## src/rtl/crc_pkg.sv

```systemverilog
`default_nettype none
package crc_pkg;
    localparam int          ADDR_W       = 8;
    localparam int          DATA_W       = 32;
    localparam int          HALF_W       = 16;
    localparam int          LEN_W        = 3;
    localparam int          ENTRY_W      = LEN_W + DATA_W;
    localparam int          FIFO_DEPTH   = 16;

    // register offsets, byte addresses
    localparam logic [ADDR_W-1:0] OFF_MODE   = 8'h00;
    localparam logic [ADDR_W-1:0] OFF_SEED   = 8'h04;
    localparam logic [ADDR_W-1:0] OFF_SUM    = 8'h08;
    localparam logic [ADDR_W-1:0] OFF_DATA   = 8'h0C;
    localparam logic [ADDR_W-1:0] OFF_STATUS = 8'h10;

    // mode register fields
    localparam int          MODE_W       = 6;
    localparam int          MODE_POLY    = 0;
    localparam int          MODE_IN_REV  = 2;
    localparam int          MODE_IN_CMP  = 3;
    localparam int          MODE_SUM_REV = 4;
    localparam int          MODE_SUM_CMP = 5;
    localparam logic [MODE_W-1:0] MODE_RESET = 6'h00;
    localparam logic [DATA_W-1:0] SEED_RESET = 32'hFFFF_FFFF;

    // status register fields
    localparam int          ST_BUSY      = 0;
    localparam int          ST_FULL      = 1;

    // bytes per data write
    localparam logic [LEN_W-1:0] BYTES_NONE = 3'h0;
    localparam logic [LEN_W-1:0] BYTES_8    = 3'h1;
    localparam logic [LEN_W-1:0] BYTES_16   = 3'h2;
    localparam logic [LEN_W-1:0] BYTES_32   = 3'h4;

    // generator polynomials, top term implied
    localparam logic [DATA_W-1:0] GEN_CCITT = 32'h0000_1021;
    localparam logic [DATA_W-1:0] GEN_CRC16 = 32'h0000_8005;
    localparam logic [DATA_W-1:0] GEN_CRC32 = 32'h04C1_1DB7;
    localparam logic [DATA_W-1:0] MASK16    = 32'h0000_FFFF;
    localparam logic [DATA_W-1:0] MASK32    = 32'hFFFF_FFFF;

    typedef enum logic [1:0] {
        POLY_CCITT = 2'h0,
        POLY_CRC16 = 2'h1,
        POLY_CRC32 = 2'h2
    } poly_e;

    typedef enum logic {
        ENG_IDLE = 1'b0,
        ENG_RUN  = 1'b1
    } eng_e;
endpackage
`default_nettype wire

```

## src/rtl/crc_engine.sv

```systemverilog
// Decided for this implementation: the placing of the registers and the Wishbone slave port.
`timescale 1ns/1ps
`default_nettype none
module crc_engine
    import crc_pkg::*;
#(
    parameter int DEPTH = FIFO_DEPTH
) (
    input  wire logic              clk_sys,
    input  wire logic              rst,
    input  wire logic              ce,
    input  wire logic              wb_cyc_i,
    input  wire logic              wb_stb_i,
    input  wire logic              wb_we_i,
    input  wire logic [ADDR_W-1:0] wb_adr_i,
    input  wire logic [3:0]        wb_sel_i,
    input  wire logic [DATA_W-1:0] wb_dat_i,
    output logic      [DATA_W-1:0] wb_dat_o,
    output logic                   wb_ack_o
);
    logic [MODE_W-1:0]  mode;
    logic [DATA_W-1:0]  seed;
    logic [DATA_W-1:0]  acc;
    logic [DATA_W-1:0]  word;
    logic [LEN_W-1:0]   left;
    eng_e               state;
    logic               ack;
    poly_e              poly;
    logic               wide;
    logic [DATA_W-1:0]  mask;
    logic               req;
    logic               go;
    logic               wr;
    logic               busy;
    logic               hit_mode;
    logic               hit_seed;
    logic               hit_sum;
    logic               hit_data;
    logic               hit_status;
    logic [LEN_W-1:0]   nbytes;
    logic [DATA_W-1:0]  next_seed;
    logic [DATA_W-1:0]  next_acc;
    logic [DATA_W-1:0]  sum_view;
    logic [7:0]         raw_byte;
    logic [7:0]         in_byte;
    logic               step;
    logic               take;
    logic [LEN_W-1:0]   take_len;
    logic               fifo_in_valid;
    logic               fifo_in_ready;
    logic [ENTRY_W-1:0] fifo_in_data;
    logic               fifo_out_valid;
    logic               fifo_out_ready;
    logic [ENTRY_W-1:0] fifo_out_data;
    logic               fifo_empty;
    logic               fifo_full;

    function automatic logic [7:0] rev8(input logic [7:0] d);
        for (int i = 0; i < 8; i++) begin
            rev8[i] = d[7-i];
        end
    endfunction

    function automatic logic [DATA_W-1:0] rev_w(input logic [DATA_W-1:0] d,
                                                input logic w);
        rev_w = '0;
        for (int i = 0; i < DATA_W; i++) begin
            if (w) begin
                rev_w[i] = d[DATA_W-1-i];
            end else if (i < HALF_W) begin
                rev_w[i] = d[HALF_W-1-i];
            end
        end
    endfunction

    // only contiguous, naturally aligned lane groups count as data
    function automatic logic [LEN_W-1:0] lane_count(input logic [3:0] s);
        case (s)
            4'h1, 4'h2, 4'h4, 4'h8: lane_count = BYTES_8;
            4'h3, 4'hC:             lane_count = BYTES_16;
            4'hF:                   lane_count = BYTES_32;
            default:                lane_count = BYTES_NONE;
        endcase
    endfunction

    function automatic logic [DATA_W-1:0] lane_align(input logic [3:0] s,
                                                     input logic [DATA_W-1:0] d);
        case (s)
            4'h2:       lane_align = {8'h00, d[31:8]};
            4'h4, 4'hC: lane_align = {16'h0000, d[31:16]};
            4'h8:       lane_align = {24'h00_0000, d[31:24]};
            default:    lane_align = d;
        endcase
    endfunction

    // reserved poly code 3 falls back to the 32-bit polynomial
    assign poly = (mode[MODE_POLY+:2] == 2'h3) ? POLY_CRC32
                                                : poly_e'(mode[MODE_POLY+:2]);
    assign wide = (poly == POLY_CRC32);
    assign mask = wide ? MASK32 : MASK16;

    // ---------------- wishbone slave ----------------
    assign hit_mode   = (wb_adr_i == OFF_MODE);
    assign hit_seed   = (wb_adr_i == OFF_SEED);
    assign hit_sum    = (wb_adr_i == OFF_SUM);
    assign hit_data   = (wb_adr_i == OFF_DATA);
    assign hit_status = (wb_adr_i == OFF_STATUS);
    assign nbytes     = lane_count(wb_sel_i);
    assign busy       = (state == ENG_RUN) || !fifo_empty;
    assign req        = wb_cyc_i && wb_stb_i && !ack;
    assign wb_ack_o   = ack && ce;
    assign wr         = wb_ack_o && wb_we_i;

    // mode and seed writes and sum reads wait for the pipe to drain so they stay coherent
    always_comb begin
        go = 1'b1;
        if (hit_data && wb_we_i && nbytes != BYTES_NONE) begin
            go = fifo_in_ready;
        end
        if ((hit_mode || hit_seed) && wb_we_i) begin
            go = !busy;
        end
        if (hit_sum && !wb_we_i) begin
            go = !busy;
        end
    end

    always_ff @(posedge clk_sys or posedge rst) begin
        if (rst) begin
            ack <= 1'b0;
        end else if (ce) begin
            ack <= req && go;
        end
    end

    always_comb begin
        next_seed = seed;
        for (int b = 0; b < 4; b++) begin
            if (wb_sel_i[b]) begin
                next_seed[b*8+:8] = wb_dat_i[b*8+:8];
            end
        end
    end

    always_ff @(posedge clk_sys or posedge rst) begin
        if (rst) begin
            mode <= MODE_RESET;
        end else if (wr && hit_mode && wb_sel_i[0]) begin
            mode <= wb_dat_i[MODE_W-1:0];
        end
    end

    always_ff @(posedge clk_sys or posedge rst) begin
        if (rst) begin
            seed <= SEED_RESET;
        end else if (wr && hit_seed) begin
            seed <= next_seed;
        end
    end

    always_comb begin
        sum_view = acc & mask;
        if (mode[MODE_SUM_REV]) begin
            sum_view = rev_w(acc, wide);
        end
        if (mode[MODE_SUM_CMP]) begin
            sum_view = ~sum_view & mask;
        end
    end

    // read data is latched with the ack; unmapped and write-only read zero
    always_ff @(posedge clk_sys or posedge rst) begin
        if (rst) begin
            wb_dat_o <= '0;
        end else if (ce && req && go && !wb_we_i) begin
            wb_dat_o <= '0;
            if (hit_mode) begin
                wb_dat_o <= {{(DATA_W-MODE_W){1'b0}}, mode};
            end
            if (hit_seed) begin
                wb_dat_o <= seed;
            end
            if (hit_sum) begin
                wb_dat_o <= sum_view;
            end
            if (hit_status) begin
                wb_dat_o[ST_BUSY] <= busy;
                wb_dat_o[ST_FULL] <= fifo_full;
            end
        end
    end

    // ---------------- data path ----------------
    assign fifo_in_valid = wr && hit_data && nbytes != BYTES_NONE;
    assign fifo_in_data  = {nbytes, lane_align(wb_sel_i, wb_dat_i)};

    crc_fifo #(
        .WIDTH (ENTRY_W),
        .DEPTH (DEPTH)
    ) u_fifo (
        .clk_sys   (clk_sys),
        .rst       (rst),
        .ce        (ce),
        .in_valid  (fifo_in_valid),
        .in_ready  (fifo_in_ready),
        .in_data   (fifo_in_data),
        .out_valid (fifo_out_valid),
        .out_ready (fifo_out_ready),
        .out_data  (fifo_out_data),
        .empty     (fifo_empty),
        .full      (fifo_full)
    );

    // the first byte is worked in the same cycle the entry is taken
    assign fifo_out_ready = (state == ENG_IDLE);
    assign take     = fifo_out_valid && (state == ENG_IDLE);
    assign take_len = fifo_out_data[ENTRY_W-1:DATA_W];
    assign step     = take || (state == ENG_RUN);
    assign raw_byte = (state == ENG_RUN) ? word[7:0] : fifo_out_data[7:0];

    always_comb begin
        in_byte = raw_byte;
        if (mode[MODE_IN_REV]) begin
            in_byte = rev8(in_byte);
        end
        if (mode[MODE_IN_CMP]) begin
            in_byte = ~in_byte;
        end
    end

    crc_step u_step (
        .poly    (poly),
        .acc_in  (acc),
        .byte_in (in_byte),
        .acc_out (next_acc)
    );

    always_ff @(posedge clk_sys or posedge rst) begin
        if (rst) begin
            state <= ENG_IDLE;
            word  <= '0;
            left  <= '0;
        end else if (ce) begin
            case (state)
                ENG_IDLE: begin
                    if (take) begin
                        word <= {8'h00, fifo_out_data[DATA_W-1:8]};
                        left <= take_len - 1'b1;
                        if (take_len > BYTES_8) begin
                            state <= ENG_RUN;
                        end
                    end
                end
                ENG_RUN: begin
                    word <= {8'h00, word[DATA_W-1:8]};
                    left <= left - 1'b1;
                    if (left == BYTES_8) begin
                        state <= ENG_IDLE;
                    end
                end
                default: state <= ENG_IDLE;
            endcase
        end
    end

    always_ff @(posedge clk_sys or posedge rst) begin
        if (rst) begin
            acc <= SEED_RESET;
        end else if (wr && hit_seed) begin
            acc <= next_seed & mask;
        end else if (ce && step) begin
            acc <= next_acc;
        end
    end

    // ---------------- checks ----------------
    a_ack_single_cycle: assert property (
        @(posedge clk_sys) disable iff (rst || !ce)
        wb_ack_o |=> !wb_ack_o)
        else $error("ack stood longer than one cycle");

    a_no_push_full: assert property (
        @(posedge clk_sys) disable iff (rst || !ce)
        fifo_in_valid |-> fifo_in_ready && !fifo_full)
        else $error("data entered a full buffer");

    a_ccitt_step: assert property (
        @(posedge clk_sys) disable iff (rst || !ce)
        step && acc == '0 && in_byte == 8'h01 && poly == POLY_CCITT
        |=> acc == GEN_CCITT)
        else $error("ccitt step gave wrong remainder");

    a_crc16_step: assert property (
        @(posedge clk_sys) disable iff (rst || !ce)
        step && acc == '0 && in_byte == 8'h01 && poly == POLY_CRC16
        |=> acc == GEN_CRC16)
        else $error("crc16 step gave wrong remainder");

    a_crc32_step: assert property (
        @(posedge clk_sys) disable iff (rst || !ce)
        step && acc == '0 && in_byte == 8'h01 && poly == POLY_CRC32
        |=> acc == GEN_CRC32)
        else $error("crc32 step gave wrong remainder");

    a_one_byte_write: assert property (
        @(posedge clk_sys) disable iff (rst || !ce)
        take && take_len == BYTES_8 |=> state == ENG_IDLE)
        else $error("byte write took more than one cycle");

    a_two_byte_write: assert property (
        @(posedge clk_sys) disable iff (rst || !ce)
        take && take_len == BYTES_16
        |=> state == ENG_RUN ##1 state == ENG_IDLE)
        else $error("halfword write not two cycles");

    a_four_byte_write: assert property (
        @(posedge clk_sys) disable iff (rst || !ce)
        take && take_len == BYTES_32
        |=> (state == ENG_RUN)[*3] ##1 state == ENG_IDLE)
        else $error("word write not four cycles");

    a_low_byte_first: assert property (
        @(posedge clk_sys) disable iff (rst || !ce)
        take && take_len > BYTES_8
        |=> raw_byte == $past(fifo_out_data[15:8]))
        else $error("second byte not next ascending byte");

    a_width_sets_len: assert property (
        @(posedge clk_sys) disable iff (rst || !ce)
        fifo_in_valid && wb_sel_i == 4'hF
        |-> fifo_in_data[ENTRY_W-1:DATA_W] == BYTES_32)
        else $error("full word write not counted as four bytes");

    a_seed_loads: assert property (
        @(posedge clk_sys) disable iff (rst || !ce)
        wr && hit_seed |=> acc == ($past(next_seed) & $past(mask)))
        else $error("seed write did not load accumulator");

    a_in_complement: assert property (
        @(posedge clk_sys) disable iff (rst || !ce)
        step && mode[MODE_IN_CMP] && !mode[MODE_IN_REV]
        |-> in_byte == ~raw_byte)
        else $error("input complement not applied");

    a_sum_complement: assert property (
        @(posedge clk_sys) disable iff (rst || !ce)
        wb_ack_o && hit_sum && !wb_we_i && wide
        && mode[MODE_SUM_CMP] && !mode[MODE_SUM_REV]
        |-> wb_dat_o == ~acc)
        else $error("sum complement not applied");

    a_sum_high_zero: assert property (
        @(posedge clk_sys) disable iff (rst || !ce)
        wb_ack_o && hit_sum && !wb_we_i && !wide
        |-> wb_dat_o[DATA_W-1:HALF_W] == '0)
        else $error("16-bit sum has upper bits set");
endmodule
`default_nettype wire

```

## src/rtl/crc_fifo.sv

```systemverilog
`timescale 1ns/1ps
`default_nettype none
module crc_fifo #(
    parameter int WIDTH = 35,
    parameter int DEPTH = 16
) (
    input  wire logic             clk_sys,
    input  wire logic             rst,
    input  wire logic             ce,
    input  wire logic             in_valid,
    output logic                  in_ready,
    input  wire logic [WIDTH-1:0] in_data,
    output logic                  out_valid,
    input  wire logic             out_ready,
    output logic      [WIDTH-1:0] out_data,
    output logic                  empty,
    output logic                  full
);
    localparam int PTR_W = (DEPTH > 1) ? $clog2(DEPTH) : 1;
    localparam int CNT_W = $clog2(DEPTH + 1);

    logic [WIDTH-1:0] mem [DEPTH];
    logic [PTR_W-1:0] wr_ptr;
    logic [PTR_W-1:0] rd_ptr;
    logic [CNT_W-1:0] count;
    logic             push;
    logic             load;

    function automatic logic [PTR_W-1:0] ptr_inc(input logic [PTR_W-1:0] p);
        ptr_inc = (p == PTR_W'(DEPTH - 1)) ? '0 : p + 1'b1;
    endfunction

    assign full     = (count == CNT_W'(DEPTH));
    assign in_ready = !full;
    assign empty    = (count == '0) && !out_valid;
    assign push     = ce && in_valid && in_ready;
    // output register refills whenever it empties or is consumed and memory holds an entry
    assign load     = ce && (count != '0) && (!out_valid || out_ready);

    always_ff @(posedge clk_sys) begin
        if (push) begin
            mem[wr_ptr] <= in_data;
        end
    end

    always_ff @(posedge clk_sys or posedge rst) begin
        if (rst) begin
            wr_ptr <= '0;
            rd_ptr <= '0;
            count  <= '0;
        end else begin
            if (push) begin
                wr_ptr <= ptr_inc(wr_ptr);
            end
            if (load) begin
                rd_ptr <= ptr_inc(rd_ptr);
            end
            count <= count + CNT_W'(push) - CNT_W'(load);
        end
    end

    always_ff @(posedge clk_sys or posedge rst) begin
        if (rst) begin
            out_valid <= 1'b0;
            out_data  <= '0;
        end else if (load) begin
            out_valid <= 1'b1;
            out_data  <= mem[rd_ptr];
        end else if (ce && out_ready) begin
            out_valid <= 1'b0;
        end
    end
endmodule
`default_nettype wire

```

## src/rtl/crc_step.sv

```systemverilog
`timescale 1ns/1ps
`default_nettype none
module crc_step
    import crc_pkg::*;
(
    input  wire poly_e             poly,
    input  wire logic [DATA_W-1:0] acc_in,
    input  wire logic [7:0]        byte_in,
    output logic      [DATA_W-1:0] acc_out
);
    logic [DATA_W-1:0] gen;
    logic [DATA_W-1:0] c;
    logic              fb;

    assign gen = (poly == POLY_CRC32) ? GEN_CRC32 :
                 (poly == POLY_CRC16) ? GEN_CRC16 : GEN_CCITT;

    // one byte per call, msb of the byte enters first
    always_comb begin
        c  = acc_in;
        fb = 1'b0;
        for (int i = 7; i >= 0; i--) begin
            if (poly == POLY_CRC32) begin
                fb = c[DATA_W-1] ^ byte_in[i];
                c  = {c[DATA_W-2:0], 1'b0} ^ (fb ? gen : '0);
            end else begin
                fb = c[HALF_W-1] ^ byte_in[i];
                c  = {16'h0000, c[HALF_W-2:0], 1'b0} ^ (fb ? gen : '0);
            end
        end
        acc_out = c;
    end
endmodule
`default_nettype wire

```

## config.mk

```make
export PLATFORM = sky130hd
export DESIGN_NAME = crc_engine
export DESIGN_NICKNAME = d
export VERILOG_FILES = /design/src/rtl/crc_pkg.sv /design/src/rtl/crc_engine.sv /design/src/rtl/crc_fifo.sv /design/src/rtl/crc_step.sv
export SDC_FILE = /design/constraint.sdc
export NUM_CORES = 1
export LEC_CHECK = 0
export BUFFER_PORTS_ARGS = -buffer_cell sky130_fd_sc_hd__buf_2
export CAP_MARGIN = 15
export CORE_MARGIN = 4
export CORE_UTILIZATION = 50
export CTS_BUF_LIST = sky130_fd_sc_hd__clkbuf_4
export DETAILED_ROUTE_END_ITERATION = 10
export GPL_TIMING_DRIVEN = 0
export HOLD_SLACK_MARGIN = 0.03
export MAX_ROUTING_LAYER = met4
export PLACE_DENSITY = 0.67
export SLEW_MARGIN = 20
export SYNTH_ARGS = -nofsm -noshare
export SYNTH_HDL_FRONTEND = slang
export SYNTH_SLANG_ARGS = --single-unit
export TNS_END_PERCENT = 10
```

## constraint.sdc

```tcl
create_clock -name clk_sys -period 5.8 [get_ports clk_sys]
set_input_delay 0.29 -clock clk_sys [delete_from_list [all_inputs] [get_ports clk_sys]]
set_output_delay 0.29 -clock clk_sys [all_outputs]
set_load 0.05 [all_outputs]
```

==> impl_metrics.yaml, run 1 <==
floorplanning:
  rows: 93
  die_w_um: 264
  core_um2: 64600
  start_util: 0.506
  ios: 83
  dieArea_um2: 69500
  die_y_um: 264
clock_network:
  htree_levels: 4
  cts_tree: "yes"
  clock_path_buffers: 3
  cts_buffers: 188
  cts.clk_slew.worst_paths_ns: 0.06
  clk_latency_ns: 1.08
  clock-sinks: 740
  cts_root_buf: "clkbuf_4"
  cts_setup_buffers: 0
finish:
  drive_above_1_share: 0.294
  regArea_um2: 21400
  multi_input_area_um2: 10700
  nets: 2418
  syn_to_final_growth_pct: 14.2
  fillers: 5056
power_and_ir_drop:
  pwr_density_cell_nw_per_um2: 581
  vdd_drop_max_v: 0.000495
  total_leakage_power_nw: 13.6
  power_mw: 21.7
global_routing:
  grt_first_pass_wirelength_um: 138000
  overflow: 0
  grt_max_degree: 96
  grt_pass1_vias: 20700
  grt_usage: 0.280
  antenna_found_initial: 3
synth:
  async_reset_ff_frac: 0.243
  synth_area_leaders: "edfxtp_1 (51%), mux4_2 (13%), dfrtp_1 (8.9%)"
  yosysWarnings: 0
  avgSynthCellArea_um2: 16.2
  synth_top_cell_by_area: "edfxtp_1"
  syn-cell-area_um2: 32700
  ys_top_cells_by_count: "edfxtp_1 (560), nand2_1 (205), mux4_2 (183)"
  yosys.cell_types.count: 69
  yosysMostFrequentCell: "edfxtp_1"
  synth_nets: 2081
  synth_top_area_share: 0.515
  synth_top_flop_cell: "edfxtp_1"
  synth.ff_latch_count: 740
  netlist_instances: 2015
  yosysSeqAreaShare: 0.655
  synth_edf_count: 560
sta:
  skew_ns: 0.0623
  fin_crit_ns: 4.51
  min_period_over_period: 0.778
  setup_viol: 0
  setup_tns_ns: 0
  rsz0062_at_grt: "no"
  relSlewSlack: 0.236
  slew_violations: 0
  final-hold-violation-count: 0
  worst_slew_pin_slew_ns: 1.12
  max_freq_mhz: 222
setup_path:
  critical_path_class: "register to register"
  rr_startpoint: "u_fifo.count[2]"
  r2r-end: "u_fifo.count[4]"
  crit_required_ns: 6.72
  worstRegToRegCells: 18
  r2r_slack_ns: 1.29
  startpoint: "u_fifo.count[2]"
  cp_max_fo: 10
  cp-end-kind: "register"
  cp.arrival_ns: 5.43
  critPathLaunchType: "register"
worst_hold_path:
  holdPathEnd: "seed[12]"
  hold_path_class: "input port to register"
  hold_depth: 3
  worstHoldStart: "wb_dat_i[12]"
run:
  maxCapViolCount: 0
drt:
  via_count: 20100
  viasPerCell: 6.02
  wl_um: 93400
  drc: 0
  drtAntennaViolNets: 0
  drtIter0Drc: 2138
  drt-pass1-iter-count: 8
  routedWlPerCell_um: 28.0
place:
  finalWeightedCongestion: 0.982
  port-buffer-count: 77
  dp_hpwl_um: 61800
outcome:
  outcome: "finished, final reports clean"
[placed cells by master (no fill, tap or decap), types with 12 or more instances in the layout]
| cell | Yosys | final |
|---|---|---|
| clkbuf_2 | 0 | 12 |
| nand3_1 | 13 | 13 |
| nor2_1 | 83 | 82 |
| clkinv_1 | 1 | 22 |
| buf_2 | 5 | 85 |
| ha_1 | 15 | 15 |
| dfstp_2 | 64 | 64 |
| buf_1 | 21 | 15 |
| clkbuf_4 | 0 | 273 |
| xor2_1 | 41 | 40 |
| dfrtp_1 | 116 | 116 |
| and2_4 | 0 | 16 |
| mux2i_1 | 76 | 76 |
| o22ai_1 | 19 | 19 |
| o21ai_0 | 52 | 52 |
| mux2_2 | 32 | 32 |
| clkbuf_1 | 97 | 90 |
| a22o_1 | 29 | 29 |
| edfxtp_1 | 560 | 560 |
| nand2_1 | 205 | 205 |
| a22oi_1 | 34 | 34 |
| a21oi_1 | 67 | 67 |
| a222oi_1 | 19 | 19 |
| xnor2_1 | 108 | 108 |
| mux4_2 | 183 | 183 |
| inv_1 | 31 | 30 |
| dlygate4sd3_1 | 0 | 59 |
[metrics by stage]
| stage | setup slack (ns) | hold WS [ns] | area, µm² | std cells | util |
|---|---|---|---|---|---|
| after detailed placement | 1.03 | 0.424 | 34400 | 2957 | 0.533 |
| after global routing | 1.04 | 0.0542 | 37300 | 3333 | 0.578 |
| final | 1.29 | 0.124 | 37300 | 3335 | 0.578 |
| after CTS | 1.35 | 0.0555 | 37300 | 3326 | 0.577 |
| after floorplan | 0.729 | 0.407 | 32700 | 2015 | - |
| after global placement | -1.54 | 0.464 | 34100 | 2947 | 0.528 |
[registers in the layout (all words and copies together), names as in the netlist, 3 cells and up]
| signal | count |
|---|---|
| acc | 32 |
| left | 3 |
| mode | 6 |
| seed | 32 |
| u_fifo.count | 5 |
| u_fifo.mem | 560 |
| u_fifo.out_data | 35 |
| u_fifo.rd_ptr | 4 |
| u_fifo.wr_ptr | 4 |
| wb_dat_o | 32 |
| word | 24 |
[what timing repair did]
item | CTS | global route
endpoints found under the setup margin | 0 | 0
hold buffers | 59 | 0
resized for setup | 0 | 0
endpoints found under the hold margin | 527 | 0
[worst max path at each step]
stage,to,slack [ns],cells after the start
6_report,u_fifo.count[4],1.29,18
5_1_grt,u_fifo.count[4],1.04,18
4_1_cts,u_fifo.count[4],1.35,18
3_5_place_dp,u_fifo.mem[5][24],1.03,8
3_3_place_gp,wb_dat_o[13],-1.54,2
2_1_floorplan,ack,0.73,1
[critical path, stage by stage (launching register included)]
cell and delay, ns:
dfrtp_1 0.38, inv_1 0.09, ha_1 0.17, or4b_2 0.71, nand2_1 0.15, a21o_1 0.09
clkbuf_1 0.48, clkinv_1 0.40, clkbuf_1 0.43, ha_1 0.40, inv_1 0.05, ha_1 0.15
inv_1 0.06, fa_1 0.42, inv_1 0.07, a21oi_1 0.06, nor2_1 0.10, nor2_1 0.06
xnor2_1 0.11
[layout make-up]
class | count | area share
Sequential cell | 740 | 0.573
Multi-Input combinational cell | 1116 | 0.288
Clock buffer | 273 | 0.0549
Timing Repair Buffer | 147 | 0.0312
Tap cell | 855 | 0.0287
Buffer | 126 | 0.0139
Clock inverter | 37 | 0.00624
Inverter | 33 | 0.00352
Antenna cell | 8 | 0.000536
[where the power goes]
group	internal, mW	switching [mW]
registers	6.31	0.474
logic	4.75	5.85
clock network	2.19	2.10
total	13.3	8.42
[metal layers]
metal,share of wire,track usage,vias up
li1,-,-,8549
met2,0.50,0.454,969
met5,0,-,-
met3,0.074,0.0610,200
met1,0.39,0.349,10300
met4,0.038,0.110,0
[logic make-up (layout without fill, tap and decap cells)]
| family | Yosys count | in the layout | synth area share |
|---|---|---|---|
| AND/OR/NAND/NOR | 367 | 367 | 0.0481 |
| AO/OA/AOI/OAI | 266 | 266 | 0.0546 |
| buffers and inverters | 159 | 616 | 0.0191 |
| flip-flops | 740 | 740 | 0.655 |
| other | 0 | 8 | 0 |
| adder cells (fa/ha/maj) | 16 | 16 | 0.00636 |
| XOR/XNOR | 174 | 174 | 0.0555 |
| multiplexers | 293 | 293 | 0.161 |
(Power assumes the default switching activity.)
==> run 2, diff against run 1 <==
Clock period 5.8 ns to 4.43 ns, I/O delays scaled along.
==> run 2 against run 1 <==
Effect of this change: clock skew is 0.029 ns higher; clock power is 34% higher; critical path depth is 8 lower; via count is 0.15% higher; die area stayed put; sequential power is 30% higher; critical endpoint is now acc[5].
==> impl_metrics.yaml, run 2 (same netlist as run 1, synthesis figures left out) <==
global_routing:
  grt_max_degree: 36
  grt_pass1_vias: 20600
  overflow: 0
  antenna_found_initial: 2
  grt_usage: 0.277
  grt_first_pass_wirelength_um: 137000
clock_network:
  cts_setup_buffers: 0
  cts_tree: "yes"
  ctsResizeCount: 0
  clock-sinks: 740
  cts_root_buf: "clkbuf_4"
  clock_path_buffers: 3
  cts.clk_slew.worst_paths_ns: 0.06
  clk_latency_ns: 1.12
  htree_levels: 4
  cts_buffers: 186
drt:
  viasPerCell: 5.95
  via_count: 20100
  drt-pass1-iter-count: 6
  drtAntennaViolNets: 0
  wl_um: 93400
  drc: 0
  routedWlPerCell_um: 27.7
  drtIter0Drc: 1914
floorplanning:
  rows: 93
  ios: 83
  die_w_um: 264
  die_y_um: 264
  core_um2: 64600
  start_util: 0.506
  dieArea_um2: 69500
run:
  maxCapViolCount: 0
power_and_ir_drop:
  vdd_drop_max_v: 0.000543
  power_mw: 28.6
  power.share.clock: 0.200
  p_comb_frac: 0.490
  p_seq_frac: 0.310
  p_int_mw: 17.5
  switching_share: 0.389
  power.switching_mw: 11.1
  pwr_density_cell_nw_per_um2: 762
  total_leakage_power_nw: 13.7
sta:
  min_period_over_period: 0.953
  final-hold-violation-count: 0
  relSlewSlack: 0.256
  setup_viol: 0
  rsz0062_at_grt: "no"
  slew_violations: 0
  fin_crit_ns: 4.22
  hold_ws_ns: 0.0852
  worst_slew_pin_slew_ns: 1.12
  skew_ns: 0.0917
  max_freq_mhz: 237
  setup_slack_ns: 0.206
finish:
  final_cell_mix: "edfxtp_1 (560), clkbuf_4 (289), nand2_1 (205)"
  drive_above_1_share: 0.292
  largest_reg_flops: 560
  regMostFlops: "u_fifo.mem"
  nets: 2434
  final_common_cell: "edfxtp_1"
  reg_top3: "u_fifo.mem (560), u_fifo.out_data (35)"
  syn_to_final_growth_pct: 14.9
setup_path:
  cp.arrival_ns: 5.20
  crit_slowest_cell: "a2111oi_0"
  crit_required_ns: 5.41
  cp-end-kind: "register"
  crit_buf_inv: 1
  critical_path_class: "register to register"
  cp_max_fo: 6
  max_stage_delay_ns: 0.80
  cp_cell_sequence: "clkbuf_1 -> xor2_1 -> xnor2_4 -> o22a_4 -> xor2_2 -> or3_1 -> and2_0 -> xnor2_1 -> a2111oi_0 -> o22ai_1"
  critPathTopFamily: "compound AO/OA/AOI/OAI gates"
  critPathLaunchType: "register"
place:
  place_ws_ns: -0.0342
  dp_hpwl_um: 61200
  finalWeightedCongestion: 1.04
  port-buffer-count: 77
outcome:
  outcome: "finished, final reports clean"
worst_hold_path:
  hold_path_class: "input port to register"
[run 2: power groups by stage]
stage          clock network [mW]  registers, mW  logic (mW)
3_3_place_gp                    0           8.96        13.7
3_5_place_dp                    0           8.98        13.8
5_1_grt                      6.27           8.89        14.8
2_1_floorplan                   0           8.94        10.1
4_1_cts                      5.84           8.84        13.9
6_report                     5.73           8.86        14.0
[run 2: worst paths after layout]
check | slack [ns] | depth (start not counted) | end | start
max reg2reg | 0.21 | 10 | acc[5] | acc[31]
max in group asynchronous | 2.93 | 7 | seed[17] | rst
min in group asynchronous | 0.32 | 4 | u_fifo.out_data[6] | rst
min reg2reg | 0.45 | 1 | word[22] | u_fifo.out_data[30]
min | 0.09 | 3 | mode[5] | wb_dat_i[5]
max | 0.21 | 10 | acc[5] | acc[31]
[run 2: worst register-to-register path, cell delays in order, from the launching register on]
cell,delay [ns]
dfstp_2,0.51
clkbuf_1,0.46
xor2_1,0.41
xnor2_4,0.21
o22a_4,0.29
xor2_2,0.22
or3_1,0.42
and2_0,0.35
xnor2_1,0.23
a2111oi_0,0.80
o22ai_1,0.19
[run 2: routing by layer]
| metal | GRT usage | part of all wire |
|---|---|---|
| met1 | 0.345 | 0.39 |
| met2 | 0.450 | 0.50 |
| met3 | 0.0541 | 0.065 |
| met4 | 0.117 | 0.040 |
| met5 | - | 0 |
[run 2: final cells by class]
class | count | area [µm²]
repair buffers | 166 | 1320
well taps | 855 | 1070
inverters | 33 | 128
plain buffers | 125 | 512
clock inverters | 37 | 190
fillers | 5070 | 27000
diodes | 14 | 35.0
flip-flops and latches | 740 | 21400
clock buffers | 289 | 2170
multi-input cells | 1116 | 10700
[run 2: through the flow]
step                      cells  cell area [µm²]  utilization  TNS [ns]
after global routing       3375            37600        0.581         0
after floorplan            2015            32700            -         0
final                      3375            37600        0.581         0
after global placement     2947            34100        0.529   -766.71
after CTS                  3362            37500        0.581         0
after detailed placement   2954            34300        0.531     -1.66
[run 2: timing repair]
action / 4_1_cts / 5_1_grt
endpoints found under the hold margin: 640 / 0
hold buffers: 82 / 0
setup endpoints to repair: 0 / 1
==> run 3, diff against run 2 <==
Clock period 4.43 ns to 4.8 ns, I/O delays scaled along.
==> run 3 against run 2 <==
Effect of this change: sequential share of layout area grew 0.070 points; highest routed layer unchanged; clock power decreased by 7.7%; global-route usage hardly changed; critical endpoint is now u_fifo.count[4]; register-to-register slack gained 0.33 ns; critical path depth is 8 higher; combinational power decreased by 8%; critical path type unchanged.
==> impl_metrics.yaml, run 3 (same netlist as run 1, synthesis figures left out) <==
outcome:
  outcome: "finished, final reports clean"
floorplanning:
  die_w_um: 264
  core_um2: 64600
  ios: 83
  dieArea_um2: 69500
  start_util: 0.506
  die_y_um: 264
  rows: 93
clock_network:
  cts_root_buf: "clkbuf_4"
  cts.clk_slew.worst_paths_ns: 0.07
  clk_latency_ns: 1.12
  cts_buffers: 186
  cts_tree: "yes"
  ctsResizeCount: 0
  htree_levels: 4
  hold_buffers: 77
  clock_path_buffers: 3
  clock-sinks: 740
  cts_setup_buffers: 0
power_and_ir_drop:
  pwr_density_cell_nw_per_um2: 703
  power.switching_mw: 10.2
  p_comb_frac: 0.489
  total_leakage_power_nw: 13.6
  power.share.clock: 0.201
  vdd_drop_max_v: 0.000501
  p_seq_frac: 0.310
  p_int_mw: 16.1
  switching_share: 0.388
sta:
  fin_crit_ns: 4.26
  worst_slew_pin_slew_ns: 1.20
  skew_ns: 0.103
  min_period_over_period: 0.888
  relSlewSlack: 0.199
  setup_viol: 0
  setup_slack_ns: 0.536
  hold_ws_ns: 0.0905
  setup_tns_ns: 0
  max_freq_mhz: 235
  final-hold-violation-count: 0
  rsz0062_at_grt: "no"
  slew_violations: 0
drt:
  wl_um: 93200
  viasPerCell: 5.96
  via_count: 20100
  top_layer: "met4"
  routedWlPerCell_um: 27.7
  wl_met3_um: 6290
  drc: 0
  drt-pass1-iter-count: 9
  met2_length_um: 47100
  drtIter0Drc: 1916
  m1WireLength_um: 36300
  drtAntennaViolNets: 0
global_routing:
  grt_max_degree: 36
  grt_first_pass_wirelength_um: 136000
  antenna_found_initial: 2
  grt_usage: 0.277
  grt_pass1_vias: 20600
  overflow: 0
place:
  dp_hpwl_um: 61200
  finalWeightedCongestion: 1.04
  place_ws_ns: 0.317
  port-buffer-count: 77
  place_area_um2: 34300
setup_path:
  critPathLaunchType: "register"
  critical_path_class: "register to register"
  crit_required_ns: 5.75
  cp-end-kind: "register"
  r2r_slack_ns: 0.54
  cp.arrival_ns: 5.22
  cp_max_fo: 10
finish:
  reg_top3: "u_fifo.mem (560), u_fifo.out_data (35)"
  regMostFlops: "u_fifo.mem"
  design_area_um2: 37500
  final_cell_mix: "edfxtp_1 (560), clkbuf_4 (289), nand2_1 (205)"
  largest_reg_flops: 560
  nets: 2430
  fin_util: 0.581
  syn_to_final_growth_pct: 14.8
  final_common_cell: "edfxtp_1"
  drive_above_1_share: 0.293
run:
  maxCapViolCount: 0
worst_hold_path:
  hold_path_class: "input port to register"
## run 3: area by class of cell
type | count | area (µm²)
fill | 5078 | 27100
sequential | 740 | 21400
multi-input combinational | 1116 | 10700
clock buffer | 289 | 2170
timing repair buffer | 161 | 1270
tap | 855 | 1070
buffer | 126 | 515
clock inverter | 37 | 190
inverter | 33 | 128
antenna | 14 | 35.0
## run 3: worst max-delay path, stage by stage, from the launching register on
cell and delay (ns):
dfrtp_1 0.40, inv_1 0.08, ha_1 0.16, or4b_2 0.70, nand2_1 0.13, a21o_1 0.10, clkbuf_1 0.41, clkinv_1 0.31
clkbuf_1 0.38, ha_1 0.39, inv_1 0.05, ha_1 0.15, inv_1 0.06, fa_1 0.43, inv_1 0.07, a21oi_1 0.06
nor2_1 0.09, nor2_1 0.05, xnor2_1 0.11
## run 3: worst paths after layout
| path | start | to | depth (start not counted) |
|---|---|---|---|
| setup reg to reg | u_fifo.count[3] | u_fifo.count[4] | 18 |
| max in group asynchronous | rst | acc[20] | 7 |
| hold / removal | wb_dat_i[17] | seed[17] | 3 |
| setup / recovery | u_fifo.count[3] | u_fifo.count[4] | 18 |
| hold reg to reg | u_fifo.out_data[30] | word[22] | 1 |
| min in group asynchronous | rst | u_fifo.out_data[5] | 4 |
## run 3: power by group through the flow
stage / Combinational [mW] / Clock, mW / Sequential, mW
detailed placement: 12.7 / 0 / 8.29
global placement: 12.6 / 0 / 8.27
global route: 13.6 / 5.79 / 8.21
CTS: 12.8 / 5.39 / 8.16
finish: 12.9 / 5.29 / 8.18
floorplan: 9.29 / 0 / 8.25
## run 3: metal layers
metal,vias to the layer above,GRT usage
met5,-,-
met4,0,0.119
met1,10400,0.345
met3,202,0.0519
li1,8611,-
met2,908,0.451
## run 3: stage by stage
| stage | power [mW] | instances |
|---|---|---|
| after global placement | 20.9 | 2947 |
| after CTS | 26.4 | 3357 |
| final | 26.4 | 3371 |
| after floorplan | 17.5 | 2015 |
| after global routing | 27.6 | 3371 |
| after detailed placement | 21.0 | 2954 |
